**src/shared/wdtdi_params.svh**
```systemverilog
// Constants for the dual-interface watchdog: port addresses, codes, timing.
// Assumes a 125 MHz system clock and 16-bit I/O-port addressing.
// Operation
// RL1 - Two register interfaces, advanced and legacy, drive one shared timer.
// RL2 - A nonzero write to the timeout register enables, a zero write disables.
// RL3 - Software services the timer by rewriting the timeout, which restarts it.
// RL4 - An enabled timer left unserviced past its interval resets the CPU.
// RL5 - The interval spans one second to 255 minutes from an 8-bit count.
// RL6 - Unit-select bit 7 low counts minutes, high counts seconds.
// RL7 - Legacy timeout port: zero disables, 01h enables a two-second interval.
// RL8 - Any write to the legacy retrigger port restarts the interval.
// RL9 - Software should pick a long timeout when booting with the timer on.
// RL10 - A prescaled tick gives exact seconds and minutes; reset clears all.
`ifndef WDTDI_PARAMS_SVH
`define WDTDI_PARAMS_SVH

`define WDTDI_ADDR_LEGACY_TIMEOUT 16'h01EE
`define WDTDI_ADDR_LEGACY_RETRIG 16'h01EF
`define WDTDI_ADDR_UNIT_SELECT 16'h0565
`define WDTDI_ADDR_TIMEOUT_VALUE 16'h0566

`define WDTDI_UNIT_BIT 7
`define WDTDI_LEGACY_ENABLE 8'h01
`define WDTDI_LEGACY_SECONDS 8'h02
`define WDTDI_ZERO_BYTE 8'h00
`define WDTDI_UNIT_RESET 8'h00
`define WDTDI_COUNT_STEP 8'h01

// One second at 125 MHz, in clock cycles
`define WDTDI_CLK_HZ 125000000
`define WDTDI_SEC_MS 1000
`define WDTDI_SEC_CYCLES ((`WDTDI_CLK_HZ / 1000) * `WDTDI_SEC_MS)
`define WDTDI_SEC_PER_MIN 60
// Length of the CPU reset pulse, in clock cycles
`define WDTDI_RESET_PULSE 16

`endif

```
**src/shared/wdtdi_pkg.sv**
```systemverilog
// Types for the dual-interface watchdog.
// Assumes the params header supplies all numbers except the one-hot state codes set here.
package wdtdi_pkg;
	typedef enum logic [2:0]
	{
		WDTDI_OFF = 3'b001,
		WDTDI_RUN = 3'b010,
		WDTDI_FIRE = 3'b100
	} wdtdi_state_t;
endpackage

```
**src/wdtdi_watchdog.sv**
```systemverilog
// Top of the dual-interface watchdog: I/O-port registers and timer.
// Assumes host I/O writes and reads arrive as one-cycle strobes
// synchronous to clk; cpu_reset_n goes to the board reset logic.
`include "wdtdi_params.svh"

module wdtdi_watchdog
#(
	parameter int SEC_CYCLES = `WDTDI_SEC_CYCLES
)
(
	// Clock and reset
	input wire logic clk,
	input wire logic reset_n,
	// Host I/O port access
	input wire logic [15:0] io_addr,
	input wire logic [7:0] io_wdata,
	input wire logic io_wr,
	input wire logic io_rd,
	output logic [7:0] io_rdata,
	output logic io_rdata_valid,
	// Watchdog state and CPU reset
	output logic wd_enabled,
	output logic cpu_reset_n
);
	logic wr_legacy_timeout;
	logic wr_legacy_retrig;
	logic wr_unit_select;
	logic wr_timeout_value;

	wdtdi_port_decode u_decode
	(
		.io_addr(io_addr),
		.io_wr(io_wr),
		.wr_legacy_timeout(wr_legacy_timeout),
		.wr_legacy_retrig(wr_legacy_retrig),
		.wr_unit_select(wr_unit_select),
		.wr_timeout_value(wr_timeout_value)
	);

	logic [7:0] unit_select;
	logic [7:0] timeout_value;
	logic [7:0] remaining;
	logic [7:0] reload_count;
	logic count_seconds;
	logic [4:0] pulse_count;
	wdtdi_pkg::wdtdi_state_t state;
	wdtdi_pkg::wdtdi_state_t next_state;

	logic sec_tick;
	logic min_tick;

	// Write of a value to either timeout port
	wire adv_nonzero = wr_timeout_value && (io_wdata != `WDTDI_ZERO_BYTE);
	wire adv_zero = wr_timeout_value && (io_wdata == `WDTDI_ZERO_BYTE);
	wire leg_enable = wr_legacy_timeout &&
		(io_wdata == `WDTDI_LEGACY_ENABLE);
	wire leg_zero = wr_legacy_timeout && (io_wdata == `WDTDI_ZERO_BYTE);
	wire running = (state == wdtdi_pkg::WDTDI_RUN);
	// RL2 RL7 enable and disable
	wire start = adv_nonzero || leg_enable;
	wire stop = adv_zero || leg_zero;
	// RL3 RL8 service restarts interval
	wire retrig = running && wr_legacy_retrig;
	wire restart = start || retrig;

	// RL6 unit choice per interface
	wire unit_sec = unit_select[`WDTDI_UNIT_BIT];
	wire tick = count_seconds ? sec_tick : min_tick;
	wire expire = running && tick &&
		(remaining == `WDTDI_COUNT_STEP) && !restart;
	wire pulse_done = (pulse_count == 5'(`WDTDI_RESET_PULSE - 1));

	wdtdi_prescaler #(.SEC_CYCLES(SEC_CYCLES)) u_prescaler
	(
		.clk(clk),
		.reset_n(reset_n),
		.restart(restart),
		.sec_tick(sec_tick),
		.min_tick(min_tick)
	);

	always_comb
	begin
		next_state = state;
		unique case (state)
			wdtdi_pkg::WDTDI_OFF:
				if (start)
					next_state = wdtdi_pkg::WDTDI_RUN;
			wdtdi_pkg::WDTDI_RUN:
				if (stop)
					next_state = wdtdi_pkg::WDTDI_OFF;
				else if (expire)
					next_state = wdtdi_pkg::WDTDI_FIRE;
			wdtdi_pkg::WDTDI_FIRE:
				if (pulse_done)
					next_state = wdtdi_pkg::WDTDI_OFF;
			default:
				next_state = wdtdi_pkg::WDTDI_OFF;
		endcase
	end

	// RL10 disabled after reset
	always_ff @(posedge clk or negedge reset_n)
	begin
		if (!reset_n)
			state <= wdtdi_pkg::WDTDI_OFF;
		else
			state <= next_state;
	end

	always_ff @(posedge clk or negedge reset_n)
	begin
		if (!reset_n)
			unit_select <= `WDTDI_UNIT_RESET;
		else if (wr_unit_select)
			unit_select <= io_wdata;
	end

	always_ff @(posedge clk or negedge reset_n)
	begin
		if (!reset_n)
			timeout_value <= `WDTDI_ZERO_BYTE;
		else if (wr_timeout_value)
			timeout_value <= io_wdata;
	end

	// RL5 RL6 load count and unit
	always_ff @(posedge clk or negedge reset_n)
	begin
		if (!reset_n)
		begin
			remaining <= `WDTDI_ZERO_BYTE;
			count_seconds <= 1'b1;
		end
		else if (adv_nonzero)
		begin
			remaining <= io_wdata;
			count_seconds <= unit_sec;
		end
		else if (leg_enable)
		begin
			remaining <= `WDTDI_LEGACY_SECONDS;
			count_seconds <= 1'b1;
		end
		else if (retrig)
			remaining <= reload_count;
		else if (running && tick && remaining != `WDTDI_ZERO_BYTE)
			remaining <= remaining - `WDTDI_COUNT_STEP;
	end

	// RL3 RL8 interval to restart from
	always_ff @(posedge clk or negedge reset_n)
	begin
		if (!reset_n)
			reload_count <= `WDTDI_ZERO_BYTE;
		else if (adv_nonzero)
			reload_count <= io_wdata;
		else if (leg_enable)
			reload_count <= `WDTDI_LEGACY_SECONDS;
	end

	// RL4 timed reset pulse
	always_ff @(posedge clk or negedge reset_n)
	begin
		if (!reset_n)
			pulse_count <= 5'h00;
		else if (state == wdtdi_pkg::WDTDI_FIRE)
			pulse_count <= pulse_count + 5'h01;
		else
			pulse_count <= 5'h00;
	end

	always_ff @(posedge clk or negedge reset_n)
	begin
		if (!reset_n)
		begin
			cpu_reset_n <= 1'b1;
			wd_enabled <= 1'b0;
		end
		else
		begin
			cpu_reset_n <= (next_state != wdtdi_pkg::WDTDI_FIRE);
			wd_enabled <= (next_state == wdtdi_pkg::WDTDI_RUN);
		end
	end

	// Readback of advanced registers; others read zero
	wire rd_unit = io_addr == `WDTDI_ADDR_UNIT_SELECT;
	wire rd_value = io_addr == `WDTDI_ADDR_TIMEOUT_VALUE;
	wire [7:0] rd_mux = rd_unit ? unit_select :
		(rd_value ? timeout_value : `WDTDI_ZERO_BYTE);

	always_ff @(posedge clk or negedge reset_n)
	begin
		if (!reset_n)
		begin
			io_rdata <= `WDTDI_ZERO_BYTE;
			io_rdata_valid <= 1'b0;
		end
		else
		begin
			io_rdata <= io_rd ? rd_mux : `WDTDI_ZERO_BYTE;
			io_rdata_valid <= io_rd;
		end
	end
endmodule

```
**src/wdtdi_prescaler.sv**
```systemverilog
// Tick generator: one pulse per second, and one per minute.
// Assumes a synchronous clear on every watchdog restart.
`include "wdtdi_params.svh"

module wdtdi_prescaler
#(
	parameter int SEC_CYCLES = `WDTDI_SEC_CYCLES
)
(
	// Clock and reset
	input wire logic clk,
	input wire logic reset_n,
	// Control
	input wire logic restart,
	// Ticks
	output logic sec_tick,
	output logic min_tick
);
	localparam int SEC_W = $clog2(SEC_CYCLES);
	localparam logic [SEC_W-1:0] SEC_LAST = SEC_W'(SEC_CYCLES - 1);
	localparam logic [5:0] MIN_LAST = 6'(`WDTDI_SEC_PER_MIN - 1);

	logic [SEC_W-1:0] sec_count;
	logic [5:0] min_count;
	wire sec_wrap = (sec_count == SEC_LAST);
	wire min_wrap = sec_wrap && (min_count == MIN_LAST);

	// RL10 exact second base
	always_ff @(posedge clk or negedge reset_n)
	begin
		if (!reset_n)
			sec_count <= '0;
		else if (restart || sec_wrap)
			sec_count <= '0;
		else
			sec_count <= sec_count + SEC_W'(1);
	end

	// RL10 exact minute base
	always_ff @(posedge clk or negedge reset_n)
	begin
		if (!reset_n)
			min_count <= '0;
		else if (restart || min_wrap)
			min_count <= '0;
		else if (sec_wrap)
			min_count <= min_count + 6'h01;
	end

	always_ff @(posedge clk or negedge reset_n)
	begin
		if (!reset_n)
		begin
			sec_tick <= 1'b0;
			min_tick <= 1'b0;
		end
		else
		begin
			sec_tick <= sec_wrap && !restart;
			min_tick <= min_wrap && !restart;
		end
	end
endmodule

```
**src/wdtdi_port_decode.sv**
```systemverilog
// I/O-port write decoder for the two watchdog interfaces.
// Assumes one-cycle write and read strobes with a stable address.
`include "wdtdi_params.svh"

module wdtdi_port_decode
(
	// Bus request
	input wire logic [15:0] io_addr,
	input wire logic io_wr,
	// Decoded writes
	output logic wr_legacy_timeout,
	output logic wr_legacy_retrig,
	output logic wr_unit_select,
	output logic wr_timeout_value
);
	// RL1 both interfaces decoded here
	assign wr_legacy_timeout = io_wr &&
		(io_addr == `WDTDI_ADDR_LEGACY_TIMEOUT);
	assign wr_legacy_retrig = io_wr &&
		(io_addr == `WDTDI_ADDR_LEGACY_RETRIG);
	assign wr_unit_select = io_wr && (io_addr == `WDTDI_ADDR_UNIT_SELECT);
	assign wr_timeout_value = io_wr &&
		(io_addr == `WDTDI_ADDR_TIMEOUT_VALUE);
endmodule

```
**config.mk**
```make
export PLATFORM = sky130hd
export DESIGN_NAME = wdtdi_watchdog
export DESIGN_NICKNAME = d
export VERILOG_FILES = /design/src/shared/wdtdi_pkg.sv /design/src/wdtdi_watchdog.sv /design/src/wdtdi_prescaler.sv /design/src/wdtdi_port_decode.sv
export VERILOG_INCLUDE_DIRS = /design/src /design/src/shared
export SDC_FILE = /design/constraint.sdc
export NUM_CORES = 1
export LEC_CHECK = 0
export BUFFER_PORTS_ARGS = -buffer_cell sky130_fd_sc_hd__buf_2
export CORE_MARGIN = 3
export CORE_UTILIZATION = 40
export CTS_CLUSTER_DIAMETER = 100
export DETAILED_ROUTE_END_ITERATION = 8
export GPL_ROUTABILITY_DRIVEN = 1
export PLACE_DENSITY = 0.54
export SLEW_MARGIN = 20
export SYNTH_ARGS = -nofsm -noshare
export SYNTH_HDL_FRONTEND = slang
export SYNTH_SLANG_ARGS = --single-unit
```
**constraint.sdc**
```tcl
create_clock -name clk -period 2.5 [get_ports clk]
set_input_delay 0.375 -clock clk [delete_from_list [all_inputs] [get_ports clk]]
set_output_delay 0.375 -clock clk [all_outputs]
set_load 0.02 [all_outputs]
```
==> Word-level counts from Yosys, hierarchy flattened <==
Cells that the tools add are included.
{ "word_totals": {"reg_bits": 87, "rom_bits": 0, "word_cells": 82, "ram_bits": 0, "latchBits": 0, "mem_count": 0, "input_bits": 28, "output_inout_bits": 11} }
{ "op_classes": {"n_reduce_logical": 28, "n_mul": 0, "div_mod_pow": 0, "eq_ne": 14, "n_mux": 21, "bitwise_logic": 0, "addsub": 4, "shift": 0, "magnitude_cmp": 0} }
{ "op_table": {"columns": ["operator", "count"], "rows": [
  ["$mux 8", 9],
  ["$eq 16x11->1 const B", 2],
  ["$eq 16x9->1 const B", 2],
  ["$add 27x1->27 const B", 1],
  ["$eq 27x27->1 const B", 1],
  ["$mux 27", 1],
  ["$eq 8x1->1 const B", 2],
  ["$logic_and 1x1->1", 16],
  ["$reduce_bool 8->1", 2],
  ["$mux 3", 4],
  ["$mux 6", 2],
  ["$pmux 3 s3", 1],
  ["$logic_not 8->1", 1],
  ["$sub 8x1->8 const B", 1],
  ["$add 6x1->6 const B", 1],
  ["$eq 3x2->1 const B", 2],
  ["$eq 6x6->1 const B", 1],
  ["$add 5x1->5 const B", 1],
  ["$eq 5x4->1 const B", 1],
  ["$logic_or 1x1->1", 5],
  ["$mux 5", 1],
  ["$reduce_bool 2->1", 2],
  ["$reduce_bool 4->1", 1],
  ["$eq 3x1->1 const B", 1],
  ["4 further kinds", 6]
]} }

==> Longest topological paths before layout <==
Gate-level depths: netlist of run 1.
{ "depth": {"word_depth": 11, "depth_mapped": 8, "ltp_nobuf": 8} }

==> By module <==
From an unflattened synthesis of run 1, not the netlist that was laid out.
{ "unflattened": {"cells_unflattened": 427, "area_unflattened_um2": 4379.2} }
{ "by_module_without_submodules": {"columns": ["mod", "instances", "cells_each", "seq_area_each_um2", "area_each_um2"], "rows": [
  ["wdtdi_watchdog", 1, 228, 1305.0, 2476.1],
  ["wdtdi_prescaler", 1, 186, 875.8, 1800.5],
  ["wdtdi_port_decode", 1, 13, 0.0, 102.6]
]} }

==> Worst setup path before layout of run 1 <==
No wires, ideal clock.
{ "synth_timing": {"path_kind": "input port to flip-flop", "from": "in io_wdata[4]", "to": "reg remaining[2]", "path_buffers": 0, "required_ns": 2.375, "t_arrival_ns": 2.068, "setup_ns": 0.125, "stages": 5, "slack_ns": 0.308, "cell_sequence": "or4_4 -> nor3_4 -> nor3_2 -> a211oi_4 -> mux2_2"} }
{ "synth_between": {"elab_chain_cells": 4, "word_cells_on_any_way": 7, "classes_between": "1 x eq/ne; 2 x mux; 4 x reduce/logical"} }
{ "synth_rtl": {"columns": ["element", "line_no", "rtl"], "rows": [
  ["from (decl)", "wdtdi_watchdog.sv:16", "input wire logic [7:0] io_wdata,"],
  ["$eq 8x1->1 (no source line)", null, null],
  ["$logic_and 1x1->1", "wdtdi_watchdog.sv:55", "wire leg_enable = wr_legacy_timeout &&"],
  ["$mux 8", "wdtdi_watchdog.sv:140", "else if (leg_enable)"],
  ["$mux 8", "wdtdi_watchdog.sv:135", "else if (adv_nonzero)"],
  ["to (signal assigned)", "wdtdi_watchdog.sv:137", "remaining <= io_wdata;"],
  ["to (signal assigned)", "wdtdi_watchdog.sv:142", "remaining <= `WDTDI_LEGACY_SECONDS;"],
  ["to (signal assigned)", "wdtdi_watchdog.sv:146", "remaining <= reload_count;"],
  ["to (decl)", "wdtdi_watchdog.sv:42", "logic [7:0] remaining;"]
]} }
Parallel ways exist; a longest one is shown, timed or not.
A chain may end at the register's enable or synchronous reset.

==> Final worst setup path of run 1 <==
{ "layout_timing": {"from": "reg remaining[3]", "to": "reg remaining[5]"} }
{ "layout_between": {"elab_chain_cells": 5, "word_cells_on_any_way": 8, "classes_between": "1 x add/sub; 4 x mux; 3 x reduce/logical"} }
{ "layout_rtl": {"columns": ["element", "line_no", "rtl"], "rows": [
  ["from (signal assigned)", "wdtdi_watchdog.sv:132", "remaining <= `WDTDI_ZERO_BYTE;"],
  ["from (signal assigned)", "wdtdi_watchdog.sv:137", null],
  ["from (signal assigned)", "wdtdi_watchdog.sv:142", null],
  ["$sub 8x1->8 (no source line)", null, null],
  ["$mux 8", "wdtdi_watchdog.sv:147", "else if (running && tick && remaining != `WDTDI_ZERO_BYTE)"],
  ["$mux 8", "wdtdi_watchdog.sv:145", "else if (retrig)"],
  ["$mux 8", "wdtdi_watchdog.sv:140", null],
  ["$mux 8", "wdtdi_watchdog.sv:135", null]
]} }
Parallel ways exist; a longest one is shown, timed or not. The select of a mux whose other input is x is not followed.

==> results, run 1 <==
- The worst-case IR drop observed on VDD is 0.266 mV.
- For this block, the initial DRC count from the detailed router was 164.
- The wire length reported by the detailed router is 9.32 mm.
- The count of final max-slew check failures came to 0.
- For this block, wires on met1 add up to 4.67 mm.
- The total global-route track usage is 16.8%.
- The ratio of final minimum period to clock period is 91.3%.
- The startpoint class of the critical path is a flop.
- The number of antenna violations at the first check in global routing is 0.
- The region available for standard cell placement spans 10,400 um^2.
- Cells with a size suffix above 1 make up 19.2% of the layout.
- The static power due to leakage is 2.41 nW.
- The total overflow left after global routing is 0.
- The worst hold path class is in2reg.
- The overall die height is 110 um.
- The count of input and output buffers is 38.
- The classification of the worst setup path is reg2reg.
- The wire length on met3 is 410 um.
- The design draws 2.81 mW.
- STA classifies the critical path endpoint as a flop.
- The prevailing post-synth register cell is sky130_fd_sc_hd__dfrtp_1.
- The die covers 12,000 um^2.
- In this run, synthesis produced a sequential element count of 87.
- The initial cell density of the core is 41.4%.
- The net count after synthesis is 455.
- Setup repair after global routing left no endpoint under its margin.
- TritonCTS built the clock tree.
- For this block, the via count after detailed routing is 3,187.
- Measured along the x axis, the die boundary spans 110 um.
- Routed signal wires occupy layers up through met4.
- The first global-routing pass estimated 15.5 mm of wire.
- STA puts the critical path data required time at 2.76 ns.
- The peak clock frequency supported by timing is 0.438 GHz.
- The clock slew at the register clock pins of the worst setup and hold paths is 0.09 ns.
- Walking the worst path, the cells encountered are or4_1 > nor3_1 > nand2_1 > a211oi_4 > buf_4 > mux2_2.
- Together, buffers and inverters on the worst path number 1.
- Between clock sinks in the finished design, the worst skew comes to 0.0106 ns.
- The data arrival time of the worst path is 2.54 ns.
- The cell area after synthesis is 4300 um^2.
- The number of hold-slack violations in the final timing report came to 0.
- The total power density per cell area is 558 nW/um^2.
- Setup violations remaining at the end of the flow were counted as 0.
- The via count of the first global-routing pass is 3,113.
- The clock net sink count is 87.
- The sum of met2 wire segment lengths after detailed routing is 4.02 mm.
- The worst slew margin relative to its limit is 70.3%.
- Subtracting the final worst setup slack from the clock period gives 2.28 ns.
- The buffer type at the clock tree root is sky130_fd_sc_hd__clkbuf_8.
- The flow ran to the end, and the final reports show no timing, DRC or antenna violations.
- After detailed routing, the number of remaining DRC violations is 0.
- At the later pin of the worst-skew pair, clock insertion delay measures 0.37 ns.
- The number of synthesized flops with an enable pin is 0.
- The final antenna diode count is 0.
- The number of warnings printed during yosys synthesis is 0.
- The slowest stage of the critical path is the sky130_fd_sc_hd__or4_1 cell.
- Entering global routing, the biggest net connects 66 pins.
- The length of the first detailed-routing pass in iterations is 4.
- The layout net count is 515.
- TritonCTS created 9 clock buffers.
- Routability-driven placement finished with a final weighted congestion of 0.813.
- The number of ports placed on the die boundary is 39.
- From synthesis to final layout, the design area changed by 17.2%.
- In this design, the stage delay of the slowest critical-path cell is 0.57 ns.
- The cell count after synthesis came out at 420.
- The number of buffers on the longest clock path is 2.
- In this design, the largest share of critical-path delay is due to simple AND/OR/NAND/NOR gates.
- The synthesized netlist contains 57 unique library cells.
- The top cell types in the final layout, fill and taps aside, are 84 x sky130_fd_sc_hd__dfrtp_1, 57 x sky130_fd_sc_hd__nor2_1, 57 x sky130_fd_sc_hd__nand2_1.
- The final setup TNS is 0 ns.
- The proportion of synthesized flip-flops having asynchronous set or reset is 100%.
- The worst setup slack for register-to-register paths is 0.22 ns.
- The H-tree generated during clock tree synthesis spans 3 levels.
- The floorplan has 37 rows.
- In the final routed layout, each cell accounts on average for 15.0 um.
- The number of max-cap violations is 0.
- The transition time at the pin with the least slew margin is 0.444 ns.
- The sequential cell area fraction in the yosys report is 50.7%.
- Dividing the detail-routed via count by the number of cells gives 5.13.
- The leading cell type in the layout, fill and taps excluded is sky130_fd_sc_hd__dfrtp_1.
- Once detail routing completed, the nets flagged for antenna violations numbered 0.
- Of all nets on the critical path, the largest fanout is 6.
- The half-perimeter wire length after detailed placement is 6.64 mm.
- Each instance of the synthesized netlist takes up on average 10.2 um^2.
## cell type report
cell class,count,area [um^2]
Fill cell,1002,5330
Sequential cell,87,2180
Multi-Input combinational cell,313,2020
Timing Repair Buffer,57,363
Tap cell,136,170
Clock buffer,11,151
Clock inverter,5,104
Inverter,12,45.0
## sequential cells by signal, summed over array words and instances (netlist names)
| register | cells |
|---|---|
| u_prescaler.sec_count | 27 |
| io_rdata | 8 |
| reload_count | 8 |
| remaining | 8 |
| timeout_value | 8 |
| unit_select | 8 |
| u_prescaler.min_count | 6 |
| pulse_count | 5 |
| state | 3 |
| count_seconds | 1 |
| cpu_reset_n | 1 |
| io_rdata_valid | 1 |
| u_prescaler.min_tick | 1 |
| u_prescaler.sec_tick | 1 |
| wd_enabled | 1 |
## timing repair
| action | CTS | global route |
|---|---|---|
| hold buffers | 1 | 0 |
| gates resized for setup | 0 | 1 |
| buffers inserted | 0 | 1 |
| hold endpoints to repair | 22 | 0 |
| setup endpoints to repair | 0 | 8 |
## worst register-to-register path, stage by stage (launching register included)
cell	delay, ns
sky130_fd_sc_hd__dfrtp_1	0.42
sky130_fd_sc_hd__or4_1	0.57
sky130_fd_sc_hd__nor3_1	0.28
sky130_fd_sc_hd__nand2_1	0.14
sky130_fd_sc_hd__a211oi_4	0.23
sky130_fd_sc_hd__buf_4	0.20
sky130_fd_sc_hd__mux2_2	0.34
## where the power goes
| part | total (mW) | internal [mW] | switching (mW) | leakage, nW |
|---|---|---|---|---|
| logic | 0.116 | 0.0457 | 0.0705 | 1.11 |
| clock network | 1.23 | 0.719 | 0.515 | 0.130 |
| registers | 1.46 | 1.43 | 0.0280 | 1.17 |
## path summary, 6_finish.rpt
check | start | to | cells past startpoint
max | remaining[3] | remaining[5] | 6
min | io_rd | io_rdata_valid | 1
max reg2reg | remaining[3] | remaining[5] | 6
min reg2reg | pulse_count[0] | pulse_count[0] | 1
max in group asynchronous | reset_n | count_seconds | 3
min in group asynchronous | reset_n | io_rdata[2] | 2
## cells by family after synthesis
| logic type | synth area share, % |
|---|---|
| AOI/OAI and AO/OA | 6.81 |
| xor gates and xnor gates | 6.93 |
| DFF | 50.7 |
| and+or+nand+nor | 25.9 |
| muxes | 5.27 |
| adders and majority gates | 2.04 |
| buffers and inverters | 2.27 |
## per-stage QoR
stage / setup WS [ns] / hold WS (ns) / util, % / std cells / cell area, um^2
after floorplan: 0.308 / 0.0794 / - / 420 / 4300
after global placement: 0.121 / 0.288 / 45.9 / 603 / 4760
after detailed placement: 0.108 / 0.290 / 45.9 / 603 / 4760
after CTS: 0.0971 / 0.198 / 48.5 / 620 / 5030
after global routing: 0.0925 / 0.206 / 48.6 / 621 / 5040
final: 0.217 / 0.219 / 48.6 / 621 / 5040
## Yosys cell counts, types with 2 or more instances
| cell type | instances | area [um^2] |
|---|---|---|
| sky130_fd_sc_hd__dfrtp_1 | 84 | 2100 |
| sky130_fd_sc_hd__nand2_1 | 57 | 214 |
| sky130_fd_sc_hd__nor2_1 | 57 | 214 |
| sky130_fd_sc_hd__xor2_1 | 22 | 193 |
| sky130_fd_sc_hd__nand3_1 | 16 | 80.1 |
| sky130_fd_sc_hd__nand4_1 | 13 | 81.3 |
| sky130_fd_sc_hd__inv_1 | 12 | 45.0 |
| sky130_fd_sc_hd__xnor2_1 | 12 | 105 |
| sky130_fd_sc_hd__nor2b_1 | 11 | 68.8 |
| sky130_fd_sc_hd__a22oi_1 | 8 | 60.1 |
| sky130_fd_sc_hd__mux2i_1 | 8 | 80.1 |
| sky130_fd_sc_hd__nor3_1 | 8 | 40.0 |
| sky130_fd_sc_hd__a21oi_1 | 7 | 35.0 |
| sky130_fd_sc_hd__ha_1 | 7 | 87.6 |
| sky130_fd_sc_hd__mux2_1 | 7 | 78.8 |
| sky130_fd_sc_hd__o21ai_1 | 7 | 35.0 |
| sky130_fd_sc_hd__and3_1 | 6 | 37.5 |
| sky130_fd_sc_hd__and4_1 | 6 | 52.6 |
| sky130_fd_sc_hd__mux2_2 | 6 | 67.6 |
| sky130_fd_sc_hd__nor3b_1 | 4 | 30.0 |
| sky130_fd_sc_hd__nor4_1 | 4 | 25.0 |
| sky130_fd_sc_hd__or4_1 | 4 | 30.0 |
| sky130_fd_sc_hd__buf_2 | 3 | 15.0 |
| sky130_fd_sc_hd__buf_4 | 3 | 22.5 |
| sky130_fd_sc_hd__dfstp_2 | 3 | 78.8 |
| sky130_fd_sc_hd__o21ai_0 | 3 | 15.0 |
| sky130_fd_sc_hd__o31ai_1 | 3 | 22.5 |
| sky130_fd_sc_hd__or3_1 | 3 | 18.8 |
| sky130_fd_sc_hd__a21o_1 | 2 | 15.0 |
| sky130_fd_sc_hd__and3b_1 | 2 | 17.5 |
| sky130_fd_sc_hd__nand2b_1 | 2 | 12.5 |
| sky130_fd_sc_hd__nand4b_1 | 2 | 17.5 |
| sky130_fd_sc_hd__nor4b_1 | 2 | 17.5 |
| sky130_fd_sc_hd__or2_1 | 2 | 12.5 |
| sky130_fd_sc_hd__or3b_1 | 2 | 17.5 |
## per-layer routing
metal / vias to the layer above / global-route usage [%]
met5: - / 0
met4: 0 / 7.48
met3: 16 / 3.17
met2: 51 / 25.0
met1: 1544 / 23.7
li1: 1576 / -
(Power assumes the default switching activity.)
==> run 2: changes to the inputs <==
- PLACE_DENSITY: 0.54 -> default
- PLACE_DENSITY_LB_ADDON: default -> 0.1
==> run 2 against run 1 <==
Largest power group unchanged. Critical path depth did not move. Clock power down 22%. Critical endpoint is now remaining[2]. Worst hold slack worse by 0.018 ns. Critical path type unchanged. Combinational power about the same.
==> results, run 2 (synthesis gave the netlist of run 1 again) <==
- The buffer type at the clock tree root is sky130_fd_sc_hd__clkbuf_8.
- The first-pass GRT wire length was 15.2 mm (-2.5%).
- The startpoint identified for the worst register-to-register timing path is remaining[3].
- The register with the highest flop count is u_prescaler.sec_count.
- In the layout the commonest cells are 84 x sky130_fd_sc_hd__dfrtp_1, 57 x sky130_fd_sc_hd__nor2_1, 57 x sky130_fd_sc_hd__nand2_1.
- The final count of negative-setup-slack endpoints is 0 (unchanged).
- The worst setup slack for register-to-register paths was 0.20 ns (about the same).
- The critical path in this run is classified as reg2reg.
- The logic depth of the worst register-to-register path is 6 (unchanged).
- The placer's final routability congestion estimate is 0.834 (+2.5%).
- The largest clock skew in the final design is 0.00785 ns (-0.00275 ns).
- The clock net sink count is 87 (unchanged).
- The largest vdd supply drop is 0.296 mV (+12%).
- The length of the first detailed-routing pass in iterations was 4 (unchanged).
- TritonCTS built the clock tree.
- The via count of the first global-routing pass is 3,039 (-2.4%).
- The count of final max-slew check failures is 0 (unchanged).
- The worst hold margin is 0.200 ns (-0.0182 ns).
- The transition time at the pin with the least slew margin is 0.507 ns (+0.0637 ns).
- The clock slew at the register clock pins of the worst setup and hold paths is 0.09 ns (about the same).
- The biggest fanout along the worst timing path is 10 (+4).
- The run finished with clean final reports.
- The number of buffers inserted during clock tree synthesis is 9 (unchanged).
- The startpoint of the lowest-slack hold path is io_rd.
- The peak per-stage delay on the critical path is 0.55 ns (-0.02 ns).
- The min-delay analysis places its worst path in the category in2reg.
- The startpoint class of the critical path is a flop.
- The layout overhead on the synthesized area is 16.1%.
- The nature of the critical path endpoint is a flop.
- The leading cell type in the layout, fill and taps excluded is sky130_fd_sc_hd__dfrtp_1.
- The initial cell density of the core was 41.4% (unchanged).
- The H-tree depth reported by CTS was 3 (unchanged).
- The area of the core region is 10,400 um^2 (unchanged).
- The count of fill cells added during filler insertion is 1,002 (unchanged).
- Setup repair after global routing left no endpoint under its margin.
- The critical path goes through or4_1 > nor3_1 > nand2_1 > a211oi_4 > buf_12 > mux2_2.
- The layout net count is 514 (-0.19%).
- The ratio of final minimum period to clock period is 91.9% (+0.60 points).
- The half-perimeter wire length after detailed placement is 6.60 mm (-0.59%).
- The number of max-cap violations is 0 (unchanged).
- The number of cells on the worst hold path was 1 (unchanged).
- On the critical path, the stage with the largest delay is an instance of sky130_fd_sc_hd__or4_1.
- The number of nets with antenna violations after detailed routing is 0 (unchanged).
- The count of input and output buffers is 38 (unchanged).
- The vias per cell was 5.05 (-1.7%).
- The wire length reported by the detailed router was 8.98 mm (-3.7%).
- The worst slew margin relative to its limit is 66.2% (-4.2 points).
- The number of DRC violations after detailed routing is 0 (unchanged).
- The required time at the worst-slack endpoint is 2.75 ns (about the same).
- The final setup TNS was 0 ns (unchanged).
- The area of the die is 12,000 um^2 (unchanged).
- In this run the worst setup path begins at remaining[3].
- The final antenna diode count was 0 (unchanged).
- The pin count of the biggest net entering global routing is 50 (-24%).
- The number of antenna violations at the first check in global routing is 1 (+1).
- The overall die height came to 110 um (unchanged).
- The die boundary width is 110 um (unchanged).
- The DRC violation total after the first TritonRoute iteration is 124 (-24%).
- The number of flip-flops under the largest register name was 27 (unchanged).
- The peak clock frequency supported by timing was 0.435 GHz (-0.65%).
- The insertion delay to the later sink of the worst-skew pair is 0.36 ns (about the same).
- The number of ports placed on the die boundary is 39 (unchanged).
- The static power due to leakage is 2.38 nW (-1.2%).
- The capture instance of the worst register-to-register path is remaining[2].
- The cell family contributing the most delay on the critical path is simple AND/OR/NAND/NOR gates.
- The data arrival time of the worst path is 2.54 ns (about the same).
- The routed length per placed instance was 14.5 um (-3.5%).
- The number of hold-slack violations in the final timing report is 0 (unchanged).
- The number of vias in the routed layout is 3,128 (-1.9%).
- The share of post-route cells with drive strength above 1 is 18.8% (-0.37 points).
- The final global-route overflow total is 0 (unchanged).
- The total global-route track usage was 16.4% (-0.37 points).
- The critical path buffer and inverter count is 1 (unchanged).
- The number of buffers on the longest clock path is 2 (unchanged).
- The final critical path time including I/O delays and setup is 2.30 ns (+0.0149 ns).
- For hold timing, the worst endpoint is io_rdata_valid.
- The total power density per cell area is 509 nW/um^2 (-8.8%).
- The total number of placement rows came to 37 (unchanged).
==> run 2: cell count changes in the layout (fill, tap and decap cells not counted) <==
cell / delta
sky130_fd_sc_hd__buf_4: -3
sky130_fd_sc_hd__clkbuf_1: +1
sky130_fd_sc_hd__buf_12: +2
sky130_fd_sc_hd__clkbuf_8: -2
sky130_fd_sc_hd__clkinv_2: +2
sky130_fd_sc_hd__clkinvlp_4: +1
sky130_fd_sc_hd__bufinv_16: -2
==> run 2: final cells by class <==
type | instances | area (um^2) | area share (%)
Clock buffer | 10 | 128 | 2.56
Clock inverter | 6 | 61.3 | 1.23
Sequential cell | 87 | 2180 | 43.7
Multi-Input combinational cell | 313 | 2020 | 40.6
Timing Repair Buffer | 56 | 380 | 7.62
Inverter | 12 | 45.0 | 0.903
Tap cell | 136 | 170 | 3.41
==> run 2: how the worst max path moves through the flow <==
stage | to | slack [ns] | depth (start not counted)
5_1_grt | u_prescaler.min_count[4] | 0.06 | 5
3_3_place_gp | u_prescaler.min_count[5] | 0.11 | 7
6_report | remaining[2] | 0.20 | 6
3_5_place_dp | remaining[4] | 0.09 | 7
4_1_cts | u_prescaler.min_count[4] | 0.10 | 6
2_1_floorplan | remaining[2] | 0.31 | 5
==> run 2: routing by layer <==
layer	share of wire, %	vias to the layer above	track usage, %
met4	2.2	2	7.30
met3	4.6	18	3.93
met2	45	44	24.4
met1	48	1488	22.7
li1	-	1576	-
met5	0.078	-	0
==> run 2: metrics by stage <==
stage	util [%]	cells	instance area, um^2	setup WS [ns]	total power [mW]
final	48.1	620	4990	0.202	2.54
after global routing	48.1	620	4990	0.0634	2.67
after CTS	48.1	620	4980	0.102	2.59
after detailed placement	46.2	603	4790	0.0908	1.60
after global placement	46.2	603	4790	0.110	1.60
after floorplan	-	420	4300	0.308	1.52
==> run 2: what timing repair did <==
action | CTS | global route
buffers inserted | 0 | 0
hold buffers | 1 | 0
endpoints found under the setup margin | 0 | 4
gates resized for setup | 0 | 1
endpoints found under the hold margin | 38 | 0
==> run 2: report_power, final <==
group	total (mW)	switching, mW	internal (mW)
Sequential	1.46	0.0268	1.43
Clock	0.963	0.505	0.459
Combinational	0.116	0.0699	0.0461
